<file path="config.mk">
export PLATFORM = sky130hd
export DESIGN_NAME = tpw_three_phase_pwm
export DESIGN_NICKNAME = d
export VERILOG_FILES = /design/src/tpw_pkg.sv /design/src/tpw_three_phase_pwm.sv
export VERILOG_INCLUDE_DIRS = /design/src
export SDC_FILE = /design/constraint.sdc
export NUM_CORES = 1
export LEC_CHECK = 0
export ABC_AREA = 1
export BUFFER_PORTS_ARGS = -buffer_cell sky130_fd_sc_hd__buf_2
export CORE_AREA = 3 3 200 202
export DETAILED_ROUTE_END_ITERATION = 10
export DIE_AREA = 0 0 203 205
export PLACE_DENSITY_LB_ADDON = 0.12
export SYNTH_ARGS = -nofsm -noshare
export SYNTH_HDL_FRONTEND = slang
export SYNTH_SLANG_ARGS = --single-unit
</file>
<file path="constraint.sdc">
create_clock -name core_clk -period 22 [get_ports core_clk]
set_clock_uncertainty 0.15 [all_clocks]
set_input_delay 4.4 -clock core_clk [delete_from_list [all_inputs] [get_ports core_clk]]
set_output_delay 4.4 -clock core_clk [all_outputs]
set_load 0.1 [all_outputs]
</file>
<file path="src/tpw_params.svh">
`ifndef TPW_PARAMS_SVH
`define TPW_PARAMS_SVH
// Register byte offsets on the bus
`define TPW_OFS_PERIOD   8'h00
`define TPW_OFS_DEAD     8'h04
`define TPW_OFS_PDEL     8'h08
`define TPW_OFS_SYNCW    8'h0C
`define TPW_OFS_DUTY_A   8'h10
`define TPW_OFS_DUTY_B   8'h14
`define TPW_OFS_DUTY_C   8'h18
`define TPW_OFS_SEG      8'h1C
`define TPW_OFS_GATE     8'h20
`define TPW_OFS_MODE     8'h24
`define TPW_OFS_SWTRIP   8'h28
`define TPW_OFS_STAT     8'h2C
`define TPW_OFS_EVT      8'h30
// Field positions
`define TPW_MODE_DOUBLE  6
`define TPW_MODE_RESTART 0
`define TPW_SEG_XOVER    6
`define TPW_GATE_HI_EN   8
`define TPW_GATE_LO_EN   9
`define TPW_STAT_TRIPPIN 0
`define TPW_STAT_TRIPPED 1
`define TPW_STAT_HALF    3
`define TPW_EVT_SYNC     0
`define TPW_EVT_TRIP     1
// Reset values
`define TPW_RST_PERIOD   16'h03E8
`define TPW_RST_DEAD     10'h000
`define TPW_RST_PDEL     16'h0000
`define TPW_RST_SYNCW    8'h27
`define TPW_RST_DUTY     16'h0000
`define TPW_RST_SEG      9'h03F
`define TPW_RST_GATE     10'h000
`define TPW_RST_MODE     8'h00
`endif

</file>
<file path="src/tpw_pkg.sv">
package tpw_pkg;
  typedef struct packed {
    logic [15:0] period;
    logic [9:0]  dead;
    logic [15:0] pdel;
    logic [7:0]  syncw;
    logic [15:0] duty_a;
    logic [15:0] duty_b;
    logic [15:0] duty_c;
    logic [8:0]  seg;
  } tpw_cfg_t;

  typedef enum logic {
    TPW_FIRST  = 1'b0,
    TPW_SECOND = 1'b1
  } tpw_half_t;
endpackage

</file>
<file path="src/tpw_three_phase_pwm.sv">
`timescale 1ns/10ps
`include "tpw_params.svh"
module tpw_three_phase_pwm
  import tpw_pkg::*;
(
  input  wire logic        core_clk,
  input  wire logic        rst_n,
  input  wire logic        wb_cyc_i,
  input  wire logic        wb_stb_i,
  input  wire logic        wb_we_i,
  input  wire logic [7:0]  wb_adr_i,
  input  wire logic [3:0]  wb_sel_i,
  input  wire logic [31:0] wb_dat_i,
  output logic      [31:0] wb_dat_o,
  output logic             wb_ack_o,
  input  wire logic        trip_in_n,
  input  wire logic [2:0]  sense_over_hi,
  input  wire logic [2:0]  sense_under_lo,
  input  wire logic [2:0]  sense_floating,
  output logic             phase_a_high_out,
  output logic             phase_a_low_out,
  output logic             phase_b_high_out,
  output logic             phase_b_low_out,
  output logic             phase_c_high_out,
  output logic             phase_c_low_out,
  output logic             period_sync_pulse,
  output logic             sync_irq,
  output logic             trip_irq
);

  function automatic logic [15:0] wr16(input logic [15:0] old, input logic [31:0] d,
                                       input logic [3:0] sel);
    wr16 = {sel[1] ? d[15:8] : old[15:8], sel[0] ? d[7:0] : old[7:0]};
  endfunction

  // Pulse deletion: too-short on or off times collapse to 0 or full
  function automatic logic [15:0] clamp_duty(input logic [15:0] duty, input logic [15:0] tm,
                                             input logic [15:0] pd);
    if (duty < pd)
      clamp_duty = 16'h0000;
    else if (duty > tm || (tm - duty) < pd)
      clamp_duty = tm;
    else
      clamp_duty = duty;
  endfunction

  // Cycles since the raw level last moved, saturating
  function automatic logic [10:0] dt_age(input logic moved, input logic [10:0] age);
    if (moved)
      dt_age = 11'h000;
    else if (age == 11'h7FF)
      dt_age = age;
    else
      dt_age = age + 11'h001;
  endfunction

  logic [1:0]  rst_sync;
  logic        rst_q_n;

  always_ff @(posedge core_clk or negedge rst_n) begin
    if (!rst_n)
      rst_sync <= 2'h0;
    else
      rst_sync <= {rst_sync[0], 1'b1};
  end
  assign rst_q_n = rst_sync[1];

  // Software-side registers
  tpw_cfg_t    cfg;
  tpw_cfg_t    act;
  logic [9:0]  gate_chop_config;
  logic [7:0]  mode_control_reg;
  logic [1:0]  evt;
  logic        tripped;
  logic [2:0]  trip_pipe;
  logic        trip_pin_lvl;
  logic [15:0] cnt;
  tpw_half_t   half;
  logic        sync_start;
  logic [8:0]  sync_left;
  logic        wr_en;
  logic        rd_en;
  logic        sw_trip_wr;
  logic        restart_wr;
  logic        hw_fault_now;
  logic        async_off;
  logic [2:0][8:0] sense_pipe;
  logic [8:0]  sense_lvl;
  logic        fault_sync;

  assign wr_en = wb_cyc_i && wb_stb_i && wb_we_i && !wb_ack_o;
  assign rd_en = wb_cyc_i && wb_stb_i && !wb_we_i && !wb_ack_o;
  assign sw_trip_wr = wr_en && wb_adr_i == `TPW_OFS_SWTRIP;
  assign restart_wr = wr_en && wb_adr_i == `TPW_OFS_MODE && wb_sel_i[0]
                      && wb_dat_i[`TPW_MODE_RESTART];

  always_ff @(posedge core_clk or negedge rst_q_n) begin
    if (!rst_q_n)
      wb_ack_o <= 1'b0;
    else
      wb_ack_o <= wb_cyc_i && wb_stb_i && !wb_ack_o;
  end

  always_ff @(posedge core_clk or negedge rst_q_n) begin
    if (!rst_q_n) begin
      cfg.period       <= `TPW_RST_PERIOD;
      cfg.dead         <= `TPW_RST_DEAD;
      cfg.pdel         <= `TPW_RST_PDEL;
      cfg.syncw        <= `TPW_RST_SYNCW;
      cfg.duty_a       <= `TPW_RST_DUTY;
      cfg.duty_b       <= `TPW_RST_DUTY;
      cfg.duty_c       <= `TPW_RST_DUTY;
      cfg.seg          <= `TPW_RST_SEG;
      gate_chop_config <= `TPW_RST_GATE;
      mode_control_reg <= `TPW_RST_MODE;
    end else if (wr_en) begin
      case (wb_adr_i)
        `TPW_OFS_PERIOD: cfg.period <= wr16(cfg.period, wb_dat_i, wb_sel_i);
        `TPW_OFS_DEAD:   cfg.dead   <= 10'(wr16({6'h00, cfg.dead}, wb_dat_i, wb_sel_i));
        `TPW_OFS_PDEL:   cfg.pdel   <= wr16(cfg.pdel, wb_dat_i, wb_sel_i);
        `TPW_OFS_SYNCW: begin
          if (wb_sel_i[0])
            cfg.syncw <= wb_dat_i[7:0];
        end
        `TPW_OFS_DUTY_A: cfg.duty_a <= wr16(cfg.duty_a, wb_dat_i, wb_sel_i);
        `TPW_OFS_DUTY_B: cfg.duty_b <= wr16(cfg.duty_b, wb_dat_i, wb_sel_i);
        `TPW_OFS_DUTY_C: cfg.duty_c <= wr16(cfg.duty_c, wb_dat_i, wb_sel_i);
        `TPW_OFS_SEG:    cfg.seg    <= 9'(wr16({7'h00, cfg.seg}, wb_dat_i, wb_sel_i));
        `TPW_OFS_GATE:   gate_chop_config <= 10'(wr16({6'h00, gate_chop_config}, wb_dat_i, wb_sel_i));
        `TPW_OFS_MODE: begin
          // Restart bit is a command, never stored
          if (wb_sel_i[0])
            mode_control_reg <= {wb_dat_i[7:1], 1'b0};
        end
        default: ;
      endcase
    end
  end

  always_ff @(posedge core_clk or negedge rst_q_n) begin
    if (!rst_q_n)
      wb_dat_o <= 32'h0000_0000;
    else if (rd_en) begin
      case (wb_adr_i)
        `TPW_OFS_PERIOD: wb_dat_o <= {16'h0000, cfg.period};
        `TPW_OFS_DEAD:   wb_dat_o <= {22'h000000, cfg.dead};
        `TPW_OFS_PDEL:   wb_dat_o <= {16'h0000, cfg.pdel};
        `TPW_OFS_SYNCW:  wb_dat_o <= {24'h000000, cfg.syncw};
        `TPW_OFS_DUTY_A: wb_dat_o <= {16'h0000, cfg.duty_a};
        `TPW_OFS_DUTY_B: wb_dat_o <= {16'h0000, cfg.duty_b};
        `TPW_OFS_DUTY_C: wb_dat_o <= {16'h0000, cfg.duty_c};
        `TPW_OFS_SEG:    wb_dat_o <= {23'h000000, cfg.seg};
        `TPW_OFS_GATE:   wb_dat_o <= {22'h000000, gate_chop_config};
        `TPW_OFS_MODE:   wb_dat_o <= {24'h000000, mode_control_reg};
        `TPW_OFS_STAT:   wb_dat_o <= {28'h0000000, half == TPW_SECOND, 1'b0,
                                      tripped, trip_pin_lvl};
        `TPW_OFS_EVT:    wb_dat_o <= {30'h00000000, evt};
        default:         wb_dat_o <= 32'h0000_0000;
      endcase
    end
  end

  // Trip pin for status and latching; async path below bypasses this
  always_ff @(posedge core_clk or negedge rst_q_n) begin
    if (!rst_q_n)
      trip_pipe <= 3'h7;
    else
      trip_pipe <= {trip_pipe[1:0], trip_in_n};
  end

  always_ff @(posedge core_clk or negedge rst_q_n) begin
    if (!rst_q_n)
      trip_pin_lvl <= 1'b1;
    else if (trip_pipe[2] == trip_pipe[1])
      trip_pin_lvl <= trip_pipe[2];
  end

  // Sense comparators filtered like the trip pin; a bit moves once stages two and three agree
  always_ff @(posedge core_clk or negedge rst_q_n) begin
    if (!rst_q_n) begin
      sense_pipe <= {3{9'h000}};
      sense_lvl  <= 9'h000;
    end else begin
      sense_pipe <= {sense_pipe[1:0], sense_floating, sense_under_lo, sense_over_hi};
      sense_lvl  <= (sense_pipe[2] & sense_pipe[1]) | (sense_lvl & (sense_pipe[2] | sense_pipe[1]));
    end
  end

  assign hw_fault_now = !trip_in_n || |sense_over_hi || |sense_under_lo || |sense_floating;
  assign async_off = hw_fault_now || tripped;
  // Filtered pin causes plus the software trip write, so the tripped latch never samples a raw pin
  assign fault_sync = !trip_pin_lvl || |sense_lvl || sw_trip_wr;

  // held until restart with cause gone
  always_ff @(posedge core_clk or negedge rst_q_n) begin
    if (!rst_q_n)
      tripped <= 1'b0;
    else if (fault_sync)
      tripped <= 1'b1;
    else if (restart_wr)
      tripped <= 1'b0;
  end

  // sticky events, write one to clear, set wins
  always_ff @(posedge core_clk or negedge rst_q_n) begin
    if (!rst_q_n)
      evt <= 2'h0;
    else begin
      for (int i = 0; i < 2; i++) begin
        if ((i == `TPW_EVT_SYNC && sync_start) || (i == `TPW_EVT_TRIP && fault_sync && !tripped))
          evt[i] <= 1'b1;
        else if (wr_en && wb_adr_i == `TPW_OFS_EVT && wb_sel_i[0] && wb_dat_i[i])
          evt[i] <= 1'b0;
      end
    end
  end
  assign sync_irq = evt[`TPW_EVT_SYNC];
  assign trip_irq = evt[`TPW_EVT_TRIP];

  // up in first half, down in second
  always_ff @(posedge core_clk or negedge rst_q_n) begin
    if (!rst_q_n) begin
      cnt  <= 16'h0000;
      half <= TPW_FIRST;
    end else if (tripped) begin
      cnt  <= 16'h0000;
      half <= TPW_FIRST;
    end else if (half == TPW_FIRST) begin
      if (cnt + 16'h0001 >= act.period) begin
        half <= TPW_SECOND;
      end else
        cnt <= cnt + 16'h0001;
    end else begin
      if (cnt == 16'h0000)
        half <= TPW_FIRST;
      else
        cnt <= cnt - 16'h0001;
    end
  end

  // sync at start, plus midpoint in double
  always_comb begin
    sync_start = 1'b0;
    if (!tripped) begin
      if (half == TPW_SECOND && cnt == 16'h0000)
        sync_start = 1'b1;
      else if (half == TPW_FIRST && cnt + 16'h0001 >= act.period
               && mode_control_reg[`TPW_MODE_DOUBLE])
        sync_start = 1'b1;
    end
  end

  always_ff @(posedge core_clk or negedge rst_q_n) begin
    if (!rst_q_n)
      sync_left <= 9'h000;
    else if (sync_start)
      sync_left <= {1'b0, cfg.syncw} + 9'h001;
    else if (sync_left != 9'h000)
      sync_left <= sync_left - 9'h001;
  end
  assign period_sync_pulse = sync_left != 9'h000;

  always_ff @(posedge core_clk or negedge rst_q_n) begin
    if (!rst_q_n)
      act <= {`TPW_RST_PERIOD, `TPW_RST_DEAD, `TPW_RST_PDEL, `TPW_RST_SYNCW,
              `TPW_RST_DUTY, `TPW_RST_DUTY, `TPW_RST_DUTY, `TPW_RST_SEG};
    else if (sync_start || tripped)
      act <= cfg;
  end

  logic [15:0] duty_eff [3];
  logic [2:0]  raw;
  logic [2:0]  raw_q;
  logic [10:0] dt_cnt [3];
  logic [2:0]  hi_t;
  logic [2:0]  lo_t;
  logic [10:0] dt_ticks;

  assign duty_eff[0] = clamp_duty(act.duty_a, act.period, act.pdel);
  assign duty_eff[1] = clamp_duty(act.duty_b, act.period, act.pdel);
  assign duty_eff[2] = clamp_duty(act.duty_c, act.period, act.pdel);
  assign dt_ticks = {act.dead, 1'b0};

  always_comb begin
    for (int p = 0; p < 3; p++) begin
      if (tripped)
        raw[p] = 1'b0;
      else
        raw[p] = {1'b0, cnt} + {1'b0, duty_eff[p]} >= {1'b0, act.period};
    end
  end

  // Turn-on waits dt_ticks after the raw edge, turn-off is at once; zero means no gap
  always_ff @(posedge core_clk or negedge rst_q_n) begin
    if (!rst_q_n) begin
      for (int p = 0; p < 3; p++)
        dt_cnt[p] <= 11'h000;
      raw_q <= 3'h0;
      hi_t  <= 3'h0;
      lo_t  <= 3'h0;
    end else begin
      raw_q <= raw;
      for (int p = 0; p < 3; p++) begin
        dt_cnt[p] <= dt_age(raw[p] != raw_q[p], dt_cnt[p]);
        hi_t[p]   <= raw[p] && dt_age(raw[p] != raw_q[p], dt_cnt[p]) >= dt_ticks;
        lo_t[p]   <= !raw[p] && !tripped && dt_age(raw[p] != raw_q[p], dt_cnt[p]) >= dt_ticks;
      end
    end
  end

  logic [7:0] chop_div;
  logic       chop;

  always_ff @(posedge core_clk or negedge rst_q_n) begin
    if (!rst_q_n) begin
      chop_div <= 8'h00;
      chop     <= 1'b0;
    end else if (chop_div >= gate_chop_config[7:0]) begin
      chop_div <= 8'h00;
      chop     <= !chop;
    end else
      chop_div <= chop_div + 8'h01;
  end

  logic [5:0] drive;

  always_ff @(posedge core_clk or negedge rst_q_n) begin
    if (!rst_q_n)
      drive <= 6'h00;
    else begin
      for (int p = 0; p < 3; p++) begin
        drive[2*p]   <= act.seg[2*p] && (act.seg[`TPW_SEG_XOVER+p] ? lo_t[p] : hi_t[p])
                        && (chop || !gate_chop_config[`TPW_GATE_HI_EN]);
        drive[2*p+1] <= act.seg[2*p+1] && (act.seg[`TPW_SEG_XOVER+p] ? hi_t[p] : lo_t[p])
                        && (chop || !gate_chop_config[`TPW_GATE_LO_EN]);
      end
    end
  end

  assign phase_a_high_out = drive[0] && !async_off;
  assign phase_a_low_out  = drive[1] && !async_off;
  assign phase_b_high_out = drive[2] && !async_off;
  assign phase_b_low_out  = drive[3] && !async_off;
  assign phase_c_high_out = drive[4] && !async_off;
  assign phase_c_low_out  = drive[5] && !async_off;

endmodule

</file>
==> results of run 1 <==
synth_stat cells (33+ instances only):
master,count,area (um2)
a21oi_1,258,1290
clkbuf_1,33,124
dfrtp_1,336,8410
ha_1,297,3720
inv_1,368,1380
nand2_1,690,2590
nand3_1,104,521
nor2_1,142,533
nor3_1,42,210
o21ai_0,310,1550
xnor2_1,49,429
xor2_1,84,736
area by class of cell:
type | count | area (um2)
clock inverter | 17 | 245
sequential | 368 | 9250
fill | 3136 | 11400
inverter | 380 | 1430
clock buffer | 58 | 1170
timing repair buffer | 80 | 448
tap | 518 | 648
multi-input combinational | 2279 | 13900
worst max-delay path: stages:
cell,delay [ns]
buf_2,0.11
nor4_1,0.34
nand3_1,0.50
nor2_1,0.23
buf_2,0.45
cells by family (layout without fill, tap and decap cells):
kind of cell,Yosys count,count (layout)
mux,1,1
buf+inv,468,535
simple gates,1064,1064
compound gates,751,751
xor+xnor,133,133
flops,368,368
other cells,2,17
fa+ha+maj,313,313
through the flow:
| step | power, mW | instance area [um2] |
|---|---|---|
| 2_1_floorplan | 1.28 | 25000 |
| 3_3_place_gp | 1.44 | 25700 |
| 3_5_place_dp | 1.47 | 25700 |
| 4_1_cts | 2.20 | 27100 |
| 5_1_grt | 2.33 | 27100 |
| 6_report | 2.21 | 27100 |
power by group through the flow:
stage	clock, mW	combinational [mW]	sequential [mW]
2_1_floorplan	0	0.518	0.761
3_3_place_gp	0	0.679	0.758
3_5_place_dp	0	0.710	0.760
4_1_cts	0.734	0.717	0.749
5_1_grt	0.759	0.820	0.753
6_report	0.730	0.732	0.749
routing by layer:
metal  vias up  GRT usage
met5         -          0
met4         0      0.144
met3       161     0.0682
met2       926      0.522
met1     10500      0.488
li1      10500          -
worst max path at each step:
stage / start / endpoint / depth (start not counted)
after floorplan: rst_sync[1]$_DFF_PN0_ / act[101]$_DFFE_PN0P_ / 0
after global placement: sense_over_hi[1] / phase_c_low_out / 5
after detailed placement: sense_over_hi[1] / phase_b_high_out / 5
after CTS: sense_over_hi[1] / phase_b_high_out / 5
after global routing: act[91]$_DFFE_PN0P_ / lo_t[1]$_DFF_PN0_ / 48
final: sense_over_hi[1] / phase_b_high_out / 5
==> flow_summary.toml, run 1 <==
[yosys]
synthMuxAreaShare = 0.000401
async_flop_share = 1.00
synth_cell_types = 59
synth_xor_area_frac = 0.0467
syn_area_mm2 = 0.0250
synthSimpleGateAreaFrac = 0.181
synth_compound_gate_area_share = 0.168
synth_top_family_by_area = "simple AND/OR/NAND/NOR gates"
ys_seq_area_frac = 0.371
synth_area_per_cell_um2 = 8.05
synthFlopType = "dfrtp_1"
synth-seq-cells = 368
yosys_warnings = 0
synth-edff-count = 0
synthCells = 3100
synth-adder-area-share = 0.158

[layout]
drive_above_1_share = 0.0717
top_regs = "cfg: 107 flops, act: 99 flops, dt_cnt: 33 flops"
syn2layout_area_growth_pct = 8.53
finish.utilization = 0.704
largest_reg_flops = 107
n_antenna_cell = 0
fin_nets = 3513
fin_cells = 3700
final_common_cell = "nand2_1"
mostFrequentLayoutCells = "690 x nand2_1, 368 x inv_1, 335 x dfrtp_1, 310 x o21ai_0, 297 x ha_1"
largest_register = "cfg"

[setup_path]
cp-start-kind = "input pin"
critPathKind = "input pin to output port"
required_ns = 17.45
r2r_setup_slack_ns = 11.95
critPathCaptureType = "output port"
r2r_cells = 44
r2r-end = "hi_t[1]$_DFF_PN0_"
arrival_ns = 6.03
crit_fanout = 6
r2r-start = "act[91]$_DFFE_PN0P_"

[floorplan]
start_util = 0.649
die_w_um = 203
core_area_mm2 = 0.0385
rows = 72
num_io_pins = 101
die_y_um = 205
die-area_mm2 = 0.0416

[cts]
ctsResizeCount = 0
hold_buffers = 0
clock_latency_ns = 0.59
cts_sinks = 368
cts_buffers = 42
root_buffer = "clkbuf_16"
cts_buffer_depth = 3
tritoncts = "built"
h-tree-depth = 2
cts_setup_buffers = 0
clkSlewWorstSetupHoldPaths_ns = 0.07

[detailed_routing]
totalWireLength_mm = 72.9
wl_met2_mm = 31.7
viasPerCell = 5.99
drtAntennaViolNets = 0
top_layer_used = "met4"
first_pass_iters = 5
drtIter0Drc = 2186
drc = 0
wire_per_inst_um = 19.7
wirelength_met1_mm = 31.7
vias = 22200
wl_met3_mm = 6.25

[timing]
hold_viol = 0
drv_slew = 0
tightestPinTransition_ns = 1.05
fin_crit_sh = 0.481
setup_tns_ns = 0
hold_ws_ns = 0.196
setup-violations-final = 0
fin_ws_ns = 11.42
period_needed_ns = 10.58
max_freq_ghz = 0.0945
rsz0062_at_grt = "no"
slew_headroom = 0.297

[pwr]
power_density_mw_per_mm2 = 81.6
switching_power_mw = 0.815
p_seq_frac = 0.339
clkPwrFrac = 0.330
p_int_mw = 1.40
pwr-share-comb = 0.331
p_leak_nw = 13.5
swShare = 0.368
ir_drop_v = 0.0000864

[grt]
grt_pass1_vias = 21000
grt_pass1_wl_mm = 114
grtUsageTotal = 0.345
overflow = 0
grt_max_degree = 175
antenna_found_initial = 0

[place]
place.gp.congestion = 0.976
post-place-cells = 3625
pre_cts_ws_ns = 11.32
dp_hpwl_mm = 54.5
port_buffers = 66

[outcome]
status = "finished, final reports clean"

[min_path]
hp-class = "register to asynchronous set/reset pin"

[flow_run]
maxCapViolCount = 0
Note: power is estimated with default switching activity, not from simulation.
==> run 2: changes to the inputs <==
--- a/config.mk
+++ b/config.mk
@@ -8,9 +8,9 @@
 export LEC_CHECK = 0
 export ABC_AREA = 1
 export BUFFER_PORTS_ARGS = -buffer_cell sky130_fd_sc_hd__buf_2
-export CORE_AREA = 3 3 200 202
+export CORE_AREA = 3 3 214 216
 export DETAILED_ROUTE_END_ITERATION = 10
-export DIE_AREA = 0 0 203 205
+export DIE_AREA = 0 0 217 219
 export PLACE_DENSITY_LB_ADDON = 0.12
 export SYNTH_ARGS = -nofsm -noshare
 export SYNTH_HDL_FRONTEND = slang
==> constraint.sdc (replaced) <==
create_clock -name core_clk -period 8.55 [get_ports core_clk]
set_clock_uncertainty 0.15 [all_clocks]
set_input_delay 1.71 -clock core_clk [delete_from_list [all_inputs] [get_ports core_clk]]
set_output_delay 1.71 -clock core_clk [all_outputs]
set_load 0.1 [all_outputs]
==> run 2 against run 1 <==
Net effect: via count fell by 0.86%; power rose to 2.6 times the previous value; flip-flop and latch count stayed put; critical path type is now register to register; register-to-register slack lost 12 ns; first-iteration DRC count down 14%; largest cell class unchanged.
==> flow_summary.toml, run 2 (same netlist as run 1, synthesis figures left out) <==
[outcome]
status = "finished, final reports clean"

[detailed_routing]
drtAntennaViolNets = 0
vias = 22000
wire_per_inst_um = 19.5
totalWireLength_mm = 74.5
drtIter0Drc = 1871
first_pass_iters = 6
viasPerCell = 5.75
drc = 0

[grt]
grt_max_degree = 163
grtUsageTotal = 0.311
grt_pass1_wl_mm = 116
overflow = 0
antenna_found_initial = 0
grt_pass1_vias = 20700

[timing]
hold_viol = 0
fin_crit_sh = 0.962
rsz0062_at_grt = "yes"
slew_headroom = 0.274
max_freq_ghz = 0.122
drv_slew = 0
fin_ws_ns = 0.324
period_needed_ns = 8.23
tightestPinTransition_ns = 1.09
setup-violations-final = 0

[layout]
largest_register = "cfg"
syn2layout_area_growth_pct = 11.7
top_regs = "cfg: 107 flops, act: 99 flops, dt_cnt: 33 flops"
largest_reg_flops = 107
n_antenna_cell = 0
fillCellCount = 3920
mostFrequentLayoutCells = "677 x nand2_1, 367 x inv_1, 333 x dfrtp_1, 301 x o21ai_0, 290 x ha_1"
finish.utilization = 0.631
drive_above_1_share = 0.107
fin_nets = 3554
final_common_cell = "nand2_1"

[floorplan]
start_util = 0.565
die-area_mm2 = 0.0475
rows = 77
num_io_pins = 101
die_w_um = 217
die_y_um = 219
core_area_mm2 = 0.0441

[setup_path]
required_ns = 8.90
r2r-start = "act[94]$_DFFE_PN1P_"
critPathKind = "register to register"
cp-start-kind = "register"
crit_fanout = 7
slowest_stage = "dfstp_2"
critPathCaptureType = "register"
arrival_ns = 8.58
path_delay_family = "compound AO/OA/AOI/OAI gates"
critPathLaunch = "act[94]$_DFFE_PN1P_"
critPathMaxStageDelay_ns = 0.58
path_buf_inv = 6

[cts]
tritoncts = "built"
root_buffer = "clkbuf_16"
cts_buffers = 42
cts_buffer_depth = 3
hold_buffers = 0
clkSlewWorstSetupHoldPaths_ns = 0.06
h-tree-depth = 2
cts_sinks = 368
clock_latency_ns = 0.60

[pwr]
power_density_mw_per_mm2 = 207
p_leak_nw = 13.7
p_int_mw = 3.67
ir_drop_v = 0.000161
clkPwrFrac = 0.318
p_seq_frac = 0.335
pwr-share-comb = 0.347
switching_power_mw = 2.09
swShare = 0.362

[min_path]
hp-class = "register to asynchronous set/reset pin"

[place]
place.gp.congestion = 0.949
pre_cts_ws_ns = -0.146
dp_hpwl_mm = 57.4
port_buffers = 66

[flow_run]
maxCapViolCount = 0
-- run 2: cell types whose count changed in the layout (fill, tap and decap cells not counted), moves of 9 or more --
cell and delta:
buf_4 +37, a21oi_1 -13, nand2_1 -13, a21oi_2 +12
nand2_2 +10, nor2_1 -10, nor2_2 +9, o21ai_0 -9
o21ai_2 +9
-- run 2: path summary, 6_finish.rpt --
check	end	slack, ns	cells after the start
max reg2reg	lo_t[1]$_DFF_PN0_	0.32	46
max in group asynchronous	cfg[73]$_DFFE_PN0P_	6.32	2
max	lo_t[1]$_DFF_PN0_	0.32	46
min in group core_clk	rst_sync[1]$_DFF_PN0_	0.20	0
min	dt_cnt[15]$_DFF_PN0_	0.11	0
min reg2reg	dt_cnt[15]$_DFF_PN0_	0.11	0
-- run 2: per-stage QoR --
step | hold WS [ns] | instance area, um2 | setup TNS (ns) | instances | total power [mW]
2_1_floorplan | 0.181 | 25000 | 0 | 3115 | 3.29
3_3_place_gp | 0.128 | 25900 | 0 | 3716 | 3.68
5_1_grt | 0.149 | 27900 | -0.318 | 3818 | 6.13
3_5_place_dp | 0.130 | 25900 | -0.729 | 3716 | 3.75
4_1_cts | 0.133 | 27300 | 0 | 3794 | 5.61
6_report | 0.111 | 27900 | 0 | 3818 | 5.76
-- run 2: final cells by class --
cell class                      instances  area, um2  share of cell area
Clock buffer                           66       1260              0.0453
Clock inverter                         12        145             0.00521
Inverter                              380       1430              0.0513
Multi-Input combinational cell       2279      14200               0.511
Sequential cell                       368       9260               0.332
Tap cell                              592        741              0.0266
Timing Repair Buffer                  121        802              0.0288
-- run 2: metal layers --
metal	wire length, um	track usage	up-vias
li1	-	-	10600
met1	32300	0.417	10500
met2	34800	0.510	706
met3	4050	0.0396	178
met4	3350	0.133	0
met5	0	0	-
-- run 2: timing repair --
action	in CTS	in global routing
resized for setup	11	83
setup buffers	0	23
pin swaps	1	27
endpoints found under the setup margin	6	6
gates cloned	0	1
-- run 2: worst register-to-register path: cells and delay by family (launching register included) --
family,cells,cell delay (ns)
DFF,1,0.58
buffers and inverters,6,0.79
xor gates and xnor gates,2,0.32
and+or+nand+nor,17,2.21
AOI/OAI and AO/OA,15,2.32
adders and majority gates,6,1.77
-- run 2: power groups by stage --
stage | sequential, mW | clock (mW) | combinational, mW
after floorplan | 1.96 | 0 | 1.33
after global placement | 1.95 | 0 | 1.73
after detailed placement | 1.96 | 0 | 1.79
after CTS | 1.93 | 1.86 | 1.82
after global routing | 1.94 | 1.94 | 2.25
final | 1.93 | 1.83 | 2.00
==> run 3: changes to the inputs <==
--- a/config.mk
+++ b/config.mk
@@ -6,7 +6,6 @@
 export SDC_FILE = /design/constraint.sdc
 export NUM_CORES = 1
 export LEC_CHECK = 0
-export ABC_AREA = 1
 export BUFFER_PORTS_ARGS = -buffer_cell sky130_fd_sc_hd__buf_2
 export CORE_AREA = 3 3 214 216
 export DETAILED_ROUTE_END_ITERATION = 10
==> run 3 against run 2 <==
Net effect: the flow now finishes with violations (negative setup slack); hold slack better by 0.088 ns; cell area rose by 9.5%; cell count down 9.9%; via count fell by 5.7%; clock-buffer cell count is 10 lower; synthesized area grew 0.56%; combinational power fell by 26%; sequential power barely moved; flip-flop and latch count stayed put; routed wire length decreased by 0.84%; sequential share of layout area is 2.9 points lower; clock power increased by 3%; largest power group is now sequential cells; highest routed layer unchanged.
==> flow_summary.toml, run 3 <==
[setup_path]
critPathCaptureType = "register"
critPathMaxStageDelay_ns = 0.45
cp_common_cell = "o21a_1"
slowest_stage = "a2111o_1"
crit_fanout = 7
required_ns = 8.85
critPathKind = "register to register"
cp-start-kind = "register"
arrival_ns = 9.47

[timing]
setup_tns_ns = -2.87
rsz0062_at_grt = "yes"
tightestPinTransition_ns = 1.14
slew_headroom = 0.238
hold_viol = 0
period_needed_ns = 9.17
fin_crit_sh = 1.07
hold_ws_ns = 0.199
drv_slew = 0
fin_ws_ns = -0.622
setup-violations-final = 6
max_freq_ghz = 0.109

[grt]
grt_pass1_wl_mm = 115
antenna_found_initial = 0
grtUsageTotal = 0.310
grt_max_degree = 194
overflow = 0
grt_pass1_vias = 21100

[min_path]
hp-class = "register to register"

[layout]
largest_register = "cfg"
finish.utilization = 0.691
drive_above_1_share = 0.309
final_area_mm2 = 0.0305
fin_cells = 3441
fin_nets = 3180
syn2layout_area_growth_pct = 21.6
final_common_cell = "dfrtp_1"
largest_reg_flops = 107
n_antenna_cell = 0
top_regs = "cfg: 107 flops, act: 99 flops, dt_cnt: 33 flops"
mostFrequentLayoutCells = "334 x dfrtp_1, 328 x buf_4, 289 x ha_1, 217 x mux2_2, 170 x nor2_1"

[place]
placed_cell_area_mm2 = 0.0282
pre_cts_ws_ns = -1.07
post-place-cells = 3340
place.gp.congestion = 0.946
dp_hpwl_mm = 56.4
port_buffers = 66

[yosys]
synth_xor_area_frac = 0.0485
ys_seq_area_frac = 0.369
synth_top_area_cell = "dfrtp_1"
synth_area_per_cell_um2 = 10.3
synthMuxAreaShare = 0.132
synth_compound_gate_area_share = 0.140
synthFlopType = "dfrtp_1"
synth_commonest_cells = "336 x dfrtp_1, 297 x ha_1, 217 x mux2_2, 173 x nor2_1, 143 x nand2_1"
synth-adder-area-share = 0.157
synthCells = 2435
synthSimpleGateAreaFrac = 0.116
syn_area_mm2 = 0.0251
synth-edff-count = 0
synth_area_leaders = "dfrtp_1 34%, ha_1 15%, mux2_2 9.7%, dfstp_2 3.4%, xnor2_1 3.2%"
async_flop_share = 1.00
yosys.cell_count.top_type = "dfrtp_1"
yosysTopAreaCellShare = 0.335
synth_cell_types = 93
synth-seq-cells = 368
yosys_warnings = 0
synth_top_family_by_area = "adder cells"

[floorplan]
start_util = 0.569
die-area_mm2 = 0.0475
die_w_um = 217
die_y_um = 219
num_io_pins = 101
rows = 77
core_area_mm2 = 0.0441

[cts]
cts_sinks = 368
clkSlewWorstSetupHoldPaths_ns = 0.06
hold_buffers = 0
cts_buffers = 40
root_buffer = "clkbuf_16"
h-tree-depth = 2
tritoncts = "built"
cts_buffer_depth = 3
clock_latency_ns = 0.59

[flow_run]
maxCapViolCount = 0

[detailed_routing]
drc = 0
drtIter0Drc = 1234
viasPerCell = 6.02
drtAntennaViolNets = 0
totalWireLength_mm = 73.9
vias = 20700
first_pass_iters = 5
wire_per_inst_um = 21.5

[pwr]
ir_drop_v = 0.000223
power_density_mw_per_mm2 = 175
p_leak_nw = 14.7
total_power_mw = 5.34

[outcome]
failed_checks = "negative setup slack"
status = "complete, but fails checks"
run 3: final cells by class:
class / count / area, um2
multi-input cells: 1870 / 15600
well taps: 592 / 741
inverters: 132 / 495
clock buffers: 56 / 1160
flip-flops and latches: 368 / 9250
fillers: 3405 / 13600
clock inverters: 17 / 288
repair buffers: 406 / 2960
run 3: repair_timing:
action | CTS | global route
pin swaps | 78 | 54
endpoints found under the setup margin | 11 | 10
buffers inserted | 20 | 10
resized for setup | 104 | 43
run 3: kinds of logic after synthesis:
family,after synthesis
muxes,297
xor gates and xnor gates,139
DFF,368
AOI/OAI and AO/OA,500
adders and majority gates,313
buffers and inverters,212
other,2
and+or+nand+nor,604
run 3: metal layers:
layer	global-route usage	share of wire	vias to the layer above
li1	-	-	9687
met1	0.425	0.44	10300
met4	0.118	0.042	0
met3	0.0342	0.054	144
met5	0	0	-
met2	0.510	0.46	606
run 3: report_power, final:
part	switching (mW)	total [mW]	internal [mW]
sequential	0.108	1.96	1.85
clock	0.753	1.89	1.14
combinational	0.797	1.48	0.684
total	1.66	5.34	3.68
run 3: worst paths after layout:
path / start / end / slack [ns] / cells after the start
worst max-delay path: act[92]$_DFFE_PN0P_ / hi_t[1]$_DFF_PN0_ / -0.62 / 47
worst min register to register: sense_pipe[0]$_DFF_PN0_ / sense_pipe[9]$_DFF_PN0_ / 0.20 / 0
worst max register to register: act[92]$_DFFE_PN0P_ / hi_t[1]$_DFF_PN0_ / -0.62 / 47
max in group asynchronous: rst_sync[1]$_DFF_PN0_ / act[34]$_DFFE_PN0P_ / 5.79 / 2
worst min-delay path: sense_pipe[0]$_DFF_PN0_ / sense_pipe[9]$_DFF_PN0_ / 0.20 / 0
min in group asynchronous: rst_sync[1]$_DFF_PN0_ / sense_pipe[16]$_DFF_PN0_ / 0.27 / 0
run 3: critical path: cells and delay by family, from the launching register on:
family	cells	cell delay (ns)
mux	1	0.23
simple gates	11	1.88
xor+xnor	3	0.41
flops	1	0.39
fa+ha+maj	5	1.43
compound gates	20	3.42
buf+inv	7	1.09
